File: src/common/qifs_pkg.sv
// shared constants of the queue and interrupt feature settings block
package qifs_pkg;
    localparam int          NUM_VEC       = 8;
    localparam int          VEC_W         = 3;
    // feature identifiers
    localparam logic [7:0]  FID_NUM_QUEUES = 8'h07;
    localparam logic [7:0]  FID_COALESCE   = 8'h08;
    localparam logic [7:0]  FID_VEC_CFG    = 8'h09;
    localparam logic [7:0]  FID_ATOMIC     = 8'h0A;
    localparam logic [7:0]  FID_ASYNC_EV   = 8'h0B;
    localparam logic [7:0]  FID_PROGRESS   = 8'h80;
    // completion status codes
    localparam logic [7:0]  ST_OK          = 8'h00;
    localparam logic [7:0]  ST_INV_FIELD   = 8'h02;
    // highest zero-based queue counts the controller can allocate
    localparam logic [15:0] MAX_SQ_ZB      = 16'h000F;
    localparam logic [15:0] MAX_CQ_ZB      = 16'h000F;
    // command dword field positions
    localparam int          CNT_CQ_LSB     = 16;
    localparam int          TIME_LSB       = 8;
    localparam int          VOFF_BIT       = 16;
    localparam int          DN_BIT         = 0;
    // register byte addresses
    localparam logic [7:0]  ADDR_STATUS    = 8'h00;
    localparam logic [7:0]  ADDR_MASK      = 8'h04;
    localparam logic [7:0]  ADDR_ALLOC     = 8'h08;
    localparam logic [7:0]  ADDR_COAL      = 8'h0C;
    localparam logic [7:0]  ADDR_MISC      = 8'h10;
    localparam logic [7:0]  ADDR_PREBOOT_LOAD_COUNTER     = 8'h14;
    localparam logic [7:0]  ADDR_VOFF      = 8'h18;
    // status and mask bits
    localparam int          EV_W           = 3;
    localparam int          EV_CPL         = 0;
    localparam int          EV_AEN         = 1;
    localparam int          EV_INV         = 2;
    // reset values
    localparam logic [7:0]  THR_RST        = 8'h00;
    localparam logic [7:0]  TIME_RST       = 8'h00;
    localparam logic [15:0] AEN_RST        = 16'h0000;
    localparam logic [7:0]  PREBOOT_LOAD_COUNTER_RST      = 8'h00;
    localparam logic        DN_RST         = 1'b0;
    localparam logic [2:0]  MASK_RST       = 3'h0;
    // aggregation time unit
    localparam int          TICK_US        = 100;
    localparam int          CLK_MHZ        = 125;
    localparam int          TICK_CYC       = TICK_US * CLK_MHZ;

    typedef enum logic [1:0] {
        ST_IDLE  = 2'b00,
        ST_APPLY = 2'b01,
        ST_POST  = 2'b11
    } qifs_state_t;
endpackage

File: src/common/qifs_coal_if.sv
// settings from the command logic to the coalescing engine, and its per-vector coalescing-off flags back
`timescale 1ns/1ps
`default_nettype none
interface qifs_coal_if;
    import qifs_pkg::*;
    logic [7:0]         agg_time;
    logic [7:0]         aggregation_entry_threshold;
    logic               cfg_we;
    logic [VEC_W-1:0]   vector_select;
    logic               vector_coalesce_off;
    logic [NUM_VEC-1:0] off_flags;
    modport ctl  (output agg_time, aggregation_entry_threshold, cfg_we, vector_select,
                  vector_coalesce_off, input off_flags);
    modport coal (input agg_time, aggregation_entry_threshold, cfg_we, vector_select,
                  vector_coalesce_off, output off_flags);
endinterface
`default_nettype wire

File: src/verilog/qifs_top.sv
// queue count, interrupt coalescing and related set-feature handling
`timescale 1ns/1ps
`default_nettype none
module qifs_top
    import qifs_pkg::*;
#(
    parameter int TICK_CYCLES = TICK_CYC
) (
    input  wire logic             clk_sys,         // system clock
    input  wire logic             rst_b,           // async reset, active low
    input  wire logic [7:0]       reg_addr,        // register byte address
    input  wire logic [31:0]      reg_wdata,       // register write data
    input  wire logic             reg_wr,          // write strobe
    input  wire logic             reg_rd,          // read strobe
    output logic      [31:0]      reg_rdata,       // read data, cycle after strobe
    input  wire logic             cmd_valid,       // set-feature command offered
    input  wire logic [7:0]       cmd_fid,         // feature identifier
    input  wire logic [31:0]      cmd_dw11,        // command dword 11
    output logic                  cmd_ready,       // command can be taken
    output logic                  cpl_valid,       // completion entry, pulse
    output logic      [31:0]      cpl_dw0,         // completion dword 0
    output logic      [7:0]       cpl_status,      // completion status code
    input  wire logic             post_valid,      // completion entry posted to a CQ
    input  wire logic [VEC_W-1:0] post_vec,        // vector of that CQ
    input  wire logic             post_admin,      // posted to the admin CQ
    input  wire logic             post_error,      // posted with error status
    input  wire logic             db_write,        // CQ head doorbell write
    input  wire logic [VEC_W-1:0] db_vec,          // vector of that CQ
    output logic                  vec_irq_valid,   // vector interrupt, pulse
    output logic      [VEC_W-1:0] vec_irq_vec,     // vector to signal
    input  wire logic [15:0]      crit_warn,       // health critical warning bits
    output logic                  aen_valid,       // async event notice, pulse
    output logic      [15:0]      aen_bits,        // warnings that rose
    output logic                  normal_atomic_unit_off, // power-fail unit only
    output logic      [7:0]       preboot_load_counter,   // pre-boot load count
    output logic                  irq              // level interrupt
);
    qifs_coal_if cif ();

    qifs_state_t        state_reg;
    logic [7:0]         fid_reg;
    logic [31:0]        dw_reg;
    logic               alloc_done_reg;
    logic [15:0]        cq_count_allocated;
    logic [15:0]        sq_count_allocated;
    logic [7:0]         time_reg;
    logic [7:0]         thr_reg;
    logic [15:0]        aen_en_reg;
    logic [15:0]        warn_d_reg;
    logic [EV_W-1:0]    status_reg;
    logic [EV_W-1:0]    mask_reg;
    logic               tick;
    logic               fire_valid;
    logic [VEC_W-1:0]   fire_vec;
    logic [15:0]        cq_count_requested;
    logic [15:0]        sq_count_requested;
    logic [15:0]        warn_rise;
    logic               fid_known;
    logic               vec_bad;
    logic               apply;
    logic [EV_W-1:0]    ev_set;
    logic               wr_status;

    function automatic logic [15:0] clamp(input logic [15:0] req, input logic [15:0] lim);
        return (req > lim) ? lim : req;
    endfunction

    assign cq_count_requested = dw_reg[31:CNT_CQ_LSB];
    assign sq_count_requested = dw_reg[CNT_CQ_LSB-1:0];
    assign fid_known = (fid_reg == FID_NUM_QUEUES) || (fid_reg == FID_COALESCE) ||
                       (fid_reg == FID_VEC_CFG) || (fid_reg == FID_ATOMIC) ||
                       (fid_reg == FID_ASYNC_EV) || (fid_reg == FID_PROGRESS);
    // only vectors this controller has may be configured
    assign vec_bad   = (fid_reg == FID_VEC_CFG) && (dw_reg[15:0] >= 16'(NUM_VEC));
    assign apply     = (state_reg == ST_APPLY) && fid_known && !vec_bad;
    assign warn_rise = crit_warn & ~warn_d_reg & aen_en_reg;

    qifs_tick #(
        .TICK_CYCLES (TICK_CYCLES)
    ) u_tick (
        .clk_sys (clk_sys),
        .rst_b   (rst_b),
        .tick    (tick)
    );

    qifs_coal u_coal (
        .clk_sys    (clk_sys),
        .rst_b      (rst_b),
        .cfg        (cif.coal),
        .tick       (tick),
        .post_valid (post_valid),
        .post_vec   (post_vec),
        .post_admin (post_admin),
        .post_error (post_error),
        .db_write   (db_write),
        .db_vec     (db_vec),
        .fire_valid (fire_valid),
        .fire_vec   (fire_vec)
    );

    assign cif.agg_time                    = time_reg;
    assign cif.aggregation_entry_threshold = thr_reg;
    assign cif.cfg_we                      = apply && fid_reg == FID_VEC_CFG;
    assign cif.vector_select               = dw_reg[VEC_W-1:0];
    assign cif.vector_coalesce_off         = dw_reg[VOFF_BIT];

    // command sequencing: take, apply, post one completion
    always_ff @(posedge clk_sys or negedge rst_b) begin
        if (!rst_b) begin
            state_reg <= ST_IDLE;
            fid_reg   <= 8'h00;
            dw_reg    <= 32'h0000_0000;
            cmd_ready <= 1'b0;
        end else begin
            case (state_reg)
                ST_IDLE: begin
                    cmd_ready <= 1'b1;
                    if (cmd_valid && cmd_ready) begin
                        fid_reg   <= cmd_fid;
                        dw_reg    <= cmd_dw11;
                        cmd_ready <= 1'b0;
                        state_reg <= ST_APPLY;
                    end
                end
                ST_APPLY: begin
                    state_reg <= ST_POST;
                end
                ST_POST: begin
                    cmd_ready <= 1'b1;
                    state_reg <= ST_IDLE;
                end
                default: begin
                    cmd_ready <= 1'b0;
                    state_reg <= ST_IDLE;
                end
            endcase
        end
    end

    always_ff @(posedge clk_sys or negedge rst_b) begin
        if (!rst_b) begin
            cpl_valid  <= 1'b0;
            cpl_dw0    <= 32'h0000_0000;
            cpl_status <= ST_OK;
        end else begin
            cpl_valid <= (state_reg == ST_APPLY);
            if (state_reg == ST_APPLY) begin
                cpl_status <= apply ? ST_OK : ST_INV_FIELD;
                if (fid_reg == FID_NUM_QUEUES) begin
                    // before the first allocation report what it will be
                    cpl_dw0 <= alloc_done_reg ? {cq_count_allocated, sq_count_allocated} :
                               {clamp(cq_count_requested, MAX_CQ_ZB),
                                clamp(sq_count_requested, MAX_SQ_ZB)};
                end else begin
                    cpl_dw0 <= 32'h0000_0000;
                end
            end
        end
    end

    // a second request returns the first allocation unchanged
    always_ff @(posedge clk_sys or negedge rst_b) begin
        if (!rst_b) begin
            alloc_done_reg     <= 1'b0;
            cq_count_allocated <= 16'h0000;
            sq_count_allocated <= 16'h0000;
        end else if (apply && fid_reg == FID_NUM_QUEUES && !alloc_done_reg) begin
            alloc_done_reg     <= 1'b1;
            cq_count_allocated <= clamp(cq_count_requested, MAX_CQ_ZB);
            sq_count_allocated <= clamp(sq_count_requested, MAX_SQ_ZB);
        end
    end

    always_ff @(posedge clk_sys or negedge rst_b) begin
        if (!rst_b) begin
            time_reg <= TIME_RST;
            thr_reg  <= THR_RST;
        end else if (apply && fid_reg == FID_COALESCE) begin
            time_reg <= dw_reg[15:TIME_LSB];
            thr_reg  <= dw_reg[TIME_LSB-1:0];
        end
    end

    always_ff @(posedge clk_sys or negedge rst_b) begin
        if (!rst_b) begin
            normal_atomic_unit_off <= DN_RST;
        end else if (apply && fid_reg == FID_ATOMIC) begin
            normal_atomic_unit_off <= dw_reg[DN_BIT];
        end
    end

    // count is cleared only by reset or by a set-feature writing zero; power states do not touch it
    always_ff @(posedge clk_sys or negedge rst_b) begin
        if (!rst_b) begin
            preboot_load_counter <= PREBOOT_LOAD_COUNTER_RST;
        end else if (apply && fid_reg == FID_PROGRESS) begin
            preboot_load_counter <= dw_reg[7:0];
        end
    end

    // warnings already high when enabled do not raise a notice until they fall and rise
    always_ff @(posedge clk_sys or negedge rst_b) begin
        if (!rst_b) begin
            aen_en_reg <= AEN_RST;
            warn_d_reg <= 16'h0000;
            aen_valid  <= 1'b0;
            aen_bits   <= 16'h0000;
        end else begin
            if (apply && fid_reg == FID_ASYNC_EV) aen_en_reg <= dw_reg[15:0];
            warn_d_reg <= crit_warn;
            aen_valid  <= |warn_rise;
            aen_bits   <= warn_rise;
        end
    end

    always_ff @(posedge clk_sys or negedge rst_b) begin
        if (!rst_b) begin
            vec_irq_valid <= 1'b0;
            vec_irq_vec   <= '0;
        end else begin
            vec_irq_valid <= fire_valid;
            vec_irq_vec   <= fire_vec;
        end
    end

    // sticky events, write one to clear, a new event wins over its clear
    assign ev_set    = {(state_reg == ST_APPLY) && !apply, |warn_rise, state_reg == ST_APPLY};
    assign wr_status = reg_wr && reg_addr == ADDR_STATUS;

    always_ff @(posedge clk_sys or negedge rst_b) begin
        if (!rst_b) begin
            status_reg <= '0;
            mask_reg   <= MASK_RST;
            irq        <= 1'b0;
        end else begin
            status_reg <= (status_reg & ~(wr_status ? reg_wdata[EV_W-1:0] : '0)) | ev_set;
            if (reg_wr && reg_addr == ADDR_MASK) mask_reg <= reg_wdata[EV_W-1:0];
            irq <= |(status_reg & mask_reg);
        end
    end

    always_ff @(posedge clk_sys or negedge rst_b) begin
        if (!rst_b) begin
            reg_rdata <= 32'h0000_0000;
        end else if (reg_rd) begin
            case (reg_addr)
                ADDR_STATUS: reg_rdata <= 32'(status_reg);
                ADDR_MASK:   reg_rdata <= 32'(mask_reg);
                ADDR_ALLOC:  reg_rdata <= {cq_count_allocated, sq_count_allocated};
                ADDR_COAL:   reg_rdata <= {16'h0000, time_reg, thr_reg};
                ADDR_MISC:   reg_rdata <= {alloc_done_reg, 14'h0000, normal_atomic_unit_off, aen_en_reg};
                ADDR_PREBOOT_LOAD_COUNTER:  reg_rdata <= {24'h000000, preboot_load_counter};
                ADDR_VOFF:   reg_rdata <= 32'(cif.off_flags);
                default:     reg_rdata <= 32'h0000_0000;
            endcase
        end else begin
            reg_rdata <= 32'h0000_0000;
        end
    end
endmodule
`default_nettype wire

File: src/verilog/qifs_tick.sv
// divider giving a one-cycle enable every aggregation time unit
`timescale 1ns/1ps
`default_nettype none
module qifs_tick
    import qifs_pkg::*;
#(
    parameter int TICK_CYCLES = TICK_CYC
) (
    input  wire logic clk_sys,  // system clock
    input  wire logic rst_b,    // async reset, active low
    output logic      tick      // one pulse per unit
);
    logic [31:0] div_reg;

    always_ff @(posedge clk_sys or negedge rst_b) begin
        if (!rst_b) begin
            div_reg <= 32'h0000_0000;
            tick    <= 1'b0;
        end else if (div_reg == 32'(TICK_CYCLES - 1)) begin
            div_reg <= 32'h0000_0000;
            tick    <= 1'b1;
        end else begin
            div_reg <= div_reg + 32'h0000_0001;
            tick    <= 1'b0;
        end
    end
endmodule
`default_nettype wire

File: src/verilog/qifs_coal.sv
// per-vector interrupt coalescing engine
`timescale 1ns/1ps
`default_nettype none
module qifs_coal
    import qifs_pkg::*;
(
    input  wire logic             clk_sys,     // system clock
    input  wire logic             rst_b,       // async reset, active low
    qifs_coal_if.coal             cfg,         // settings from command logic
    input  wire logic             tick,        // aggregation time unit pulse
    input  wire logic             post_valid,  // completion entry posted
    input  wire logic [VEC_W-1:0] post_vec,    // its vector
    input  wire logic             post_admin,  // entry is on the admin queue
    input  wire logic             post_error,  // entry carries error status
    input  wire logic             db_write,    // completion head doorbell written
    input  wire logic [VEC_W-1:0] db_vec,      // vector of that queue
    output logic                  fire_valid,  // interrupt to signal, pulse
    output logic [VEC_W-1:0]      fire_vec     // vector to signal
);
    logic [7:0]         cnt_reg [NUM_VEC];
    logic [7:0]         tmr_reg [NUM_VEC];
    logic [NUM_VEC-1:0] pend_reg;
    logic [NUM_VEC-1:0] fire_reg;
    logic [NUM_VEC-1:0] sel;
    logic               bypass;

    function automatic logic [NUM_VEC-1:0] lowest(input logic [NUM_VEC-1:0] v);
        return v & (~v + NUM_VEC'(1));
    endfunction

    function automatic logic [VEC_W-1:0] enc(input logic [NUM_VEC-1:0] v);
        logic [VEC_W-1:0] r;
        r = '0;
        for (int i = 0; i < NUM_VEC; i++) begin
            if (v[i]) r = VEC_W'(i);
        end
        return r;
    endfunction

    assign sel    = lowest(fire_reg);
    // admin entries and error completions bypass coalescing
    assign bypass = post_admin | post_error | cfg.off_flags[post_vec];

    always_ff @(posedge clk_sys or negedge rst_b) begin
        if (!rst_b) begin
            cfg.off_flags <= '0;
        end else if (cfg.cfg_we) begin
            cfg.off_flags[cfg.vector_select] <= cfg.vector_coalesce_off;
        end
    end

    always_ff @(posedge clk_sys or negedge rst_b) begin
        if (!rst_b) begin
            pend_reg <= '0;
            fire_reg <= '0;
            for (int v = 0; v < NUM_VEC; v++) begin
                cnt_reg[v] <= 8'h00;
                tmr_reg[v] <= 8'h00;
            end
        end else begin
            for (int v = 0; v < NUM_VEC; v++) begin
                if (post_valid && post_vec == VEC_W'(v)) begin
                    if (bypass || cnt_reg[v] >= cfg.aggregation_entry_threshold) begin
                        fire_reg[v] <= 1'b1;
                        pend_reg[v] <= 1'b0;
                        cnt_reg[v]  <= 8'h00;
                        tmr_reg[v]  <= 8'h00;
                    end else begin
                        pend_reg[v] <= 1'b1;
                        cnt_reg[v]  <= cnt_reg[v] + 8'h01;
                        // a fire still being served must not be re-raised by a counted entry
                        if (sel[v]) fire_reg[v] <= 1'b0;
                    end
                end else if (db_write && db_vec == VEC_W'(v)) begin
                    // host is already draining: restart, which can postpone the interrupt
                    cnt_reg[v] <= 8'h00;
                    tmr_reg[v] <= 8'h00;
                    if (sel[v]) fire_reg[v] <= 1'b0;
                end else if (pend_reg[v] && tick && cfg.agg_time != 8'h00 &&
                             tmr_reg[v] + 8'h01 >= cfg.agg_time) begin
                    fire_reg[v] <= 1'b1;
                    pend_reg[v] <= 1'b0;
                    cnt_reg[v]  <= 8'h00;
                    tmr_reg[v]  <= 8'h00;
                end else begin
                    if (pend_reg[v] && tick) tmr_reg[v] <= tmr_reg[v] + 8'h01;
                    if (sel[v]) fire_reg[v] <= 1'b0;
                end
            end
        end
    end

    always_ff @(posedge clk_sys or negedge rst_b) begin
        if (!rst_b) begin
            fire_valid <= 1'b0;
            fire_vec   <= '0;
        end else begin
            fire_valid <= |fire_reg;
            fire_vec   <= enc(sel);
        end
    end
endmodule
`default_nettype wire

File: config.mk
export PLATFORM = sky130hd
export DESIGN_NAME = qifs_top
export DESIGN_NICKNAME = d
export VERILOG_FILES = /design/src/common/qifs_pkg.sv /design/src/common/qifs_coal_if.sv /design/src/verilog/qifs_top.sv /design/src/verilog/qifs_tick.sv /design/src/verilog/qifs_coal.sv
export SDC_FILE = /design/constraint.sdc
export NUM_CORES = 1
export LEC_CHECK = 0
export ABC_AREA = 0
export BUFFER_PORTS_ARGS = -buffer_cell sky130_fd_sc_hd__buf_2
export CORE_UTILIZATION = 54
export CTS_CLUSTER_DIAMETER = 200
export CTS_CLUSTER_SIZE = 16
export DETAILED_ROUTE_END_ITERATION = 8
export PLACE_DENSITY = 0.77
export SYNTH_ARGS = -nofsm -noshare
export SYNTH_HDL_FRONTEND = slang
export SYNTH_HIERARCHICAL = 1
export SYNTH_SLANG_ARGS = --single-unit
File: constraint.sdc
create_clock -name clk_sys -period 2.75 [get_ports clk_sys]
set_input_delay 0.825 -clock clk_sys [delete_from_list [all_inputs] [get_ports clk_sys]]
set_output_delay 0.825 -clock clk_sys [all_outputs]
set_load 0.005 [all_outputs]
==> qor.csv <==
metric,value,unit
status,finished with violations,
violations,negative setup slack,
grt_pass1_vias,17160,
synth-xor-area-share,2.97,%
overflow,0,
ys_top_cells_by_area,"dfrtp_1 48%, ha_1 8.6%, mux2_2 5.3%",
synth_commonest_cells,"416 x dfrtp_1, 188 x nand2_1, 148 x ha_1",
yosys.area_share.adder,8.61,%
die_x,202,um
arrival,3400,ps
clk_pin_slew,80,ps
dp.cells,2792,
groute.usage.overall,27.6,%
fin_ws,-144,ps
drt_iter0_drc,1317,
dr_total_vias,17293,
start_util,55.2,%
clock_sinks,416,
layout-drive-gt1-share,27.1,%
max-clock-path-buffers,3,
wl_per_cell,20.0,um
yosysMostFrequentCell,dfrtp_1,
critical_path_class,register to register,
numPortBuffers,179,
fill_cells,2894,
dp_hpwl,40800,um
final_util,66.1,%
instances_no_fill,2857,
clock_latency,600,ps
core_area,0.0390,mm2
hold_viol,0,
synth_area,0.0215,mm2
multi_input_area,0.0111,mm2
finalSetupViolations,18,
cap_violations,0,
gp_congestion,0.902,
leakage,12.4,nW
vdd_drop_max,0.644,mV
cts_tree,built,
grt_pass1_wl,90600,um
cts_buffers,29,
drc,0,
synth.area.mux_share,6.09,%
synthArstFlopShare,100,%
clock-root-buffer,clkbuf_16,
synth_cells,1999,
slew_violations,0,
crit_fanout,5,
synth_top_family_by_area,simple AND/OR/NAND/NOR gates,
synth_top_area_share,48.4,%
syn_to_final_growth,19.8,%
ys.flop_type,dfrtp_1,
yosysWarnings,6,
seq_area_frac_synth,48.4,%
rsz0062_at_grt,true,
synth-compound-area-share,13.8,%
pre_cts_ws,-244,ps
cts_max_level,1,
p_per_area,648,mW/mm2
drtPass1Iterations,9,
startpoint_type,register,
regArea,0.0104,mm2
slew_headroom,36.6,%
fin_nets,2595,
tightest_slew,949,ps
antenna_found_initial,5,
fp.dieH,202,um
synth.largest_area_cell,dfrtp_1,
fp.dieArea,0.0406,mm2
synth-simple-area-share,17.3,%
postCtsHoldBufs,0,
end_kind,register,
pin_count,216,
ant_nets,0,
max_clock_freq,346,MHz
fin_worst_skew,20.3,ps
drt_wl_total,57300,um
finalCritPeriodShare,105,%
required,3260,ps
min_period,2890,ps
row_count,72,
synth_edf_count,0,
avgSynthCellArea,10.8,um2
ys_seq_elements,416,
hold_class,primary input to asynchronous set/reset pin,
via_per_inst,6.05,
grt_max_degree,69,
ys_types,95,
[area by class of cell]
class	count	share of cell area, %
Multi-Input combinational cell	1456	43.0
Sequential cell	416	40.4
Timing Repair Buffer	366	10.2
Clock buffer	29	2.82
Tap cell	518	2.51
Inverter	67	0.990
Clock inverter	1	0.0777
Antenna cell	4	0.0388
[layer usage]
metal / GRT usage (%) / part of all wire (%)
met5: 0 / 0.026
met4: 9.77 / 3.2
met3: 4.16 / 6.7
met2: 45.2 / 48
met1: 37.4 / 42
[layout by cell type, fill, tap and decap left out, types with 18 or more instances in the layout]
master,n
or3_1,18
nand2b_1,36
nor3_1,30
nand3_1,69
a21o_1,42
buf_4,156
clkbuf_16,29
xnor2_1,43
buf_2,179
mux2_2,101
xor2_1,20
nand4_1,29
a31oi_1,23
nor4_1,21
dfrtp_1,412
a21oi_1,64
a22o_1,47
and2_1,45
a22oi_1,18
inv_1,63
ha_1,143
o21ai_0,73
nor2_1,100
o21a_1,21
buf_12,23
and3_1,30
nand2_1,185
[power breakdown]
part           switching (mW)  internal, mW
sequential              0.823          6.88
combinational            2.74          2.34
clock                    2.05          1.87
[worst max-delay path, cell delays in order, from the launching register on]
cell,delay (ps)
dfrtp_1,400
ha_2,230
nand3_4,100
nor3_4,170
xor2_2,200
ha_1,270
a21o_1,210
a221oi_2,370
o31ai_4,160
a21boi_4,230
buf_4,150
nand3_4,120
o22ai_1,180
[path summary, 6_finish.rpt]
check	cells after the start	slack, ps	to	from
max reg2reg	12	-140	u_coal/tmr_reg[19]	u_coal/tmr_reg[17]
max in group asynchronous	2	1740	u_coal/tmr_reg[40]	rst_b
min in group clk_sys	1	340	warn_d_reg[3]	crit_warn[3]
min	1	220	reg_rdata[23]	rst_b
min reg2reg	0	360	vec_irq_vec[2]	u_coal/fire_vec[2]
max	12	-140	u_coal/tmr_reg[19]	u_coal/tmr_reg[17]
[kinds of logic after synthesis]
logic type      count (synthesis)
fa+ha+maj                     148
buf+inv                       133
xor+xnor                       73
simple gates                  689
other cells                     1
flops                         416
compound gates                425
mux                           114
[metrics by stage]
stage | setup TNS [ps] | instance area, um2 | power (mW) | hold slack, ps
after floorplan | 0 | 21500 | 10.3 | 331
after global placement | -2920 | 24200 | 12.0 | 333
after detailed placement | -7400 | 24200 | 12.3 | 342
after CTS | -116 | 25000 | 16.3 | 250
after global routing | -4610 | 25800 | 17.6 | 260
final | -1390 | 25800 | 16.7 | 218
[what timing repair did]
action	in CTS	in global routing
resized for setup	11	122
pin swaps	4	49
endpoints found under the setup margin	33	112
setup buffers	5	25
gates cloned	0	2
No activity file was read; power rests on OpenSTA's default activity.
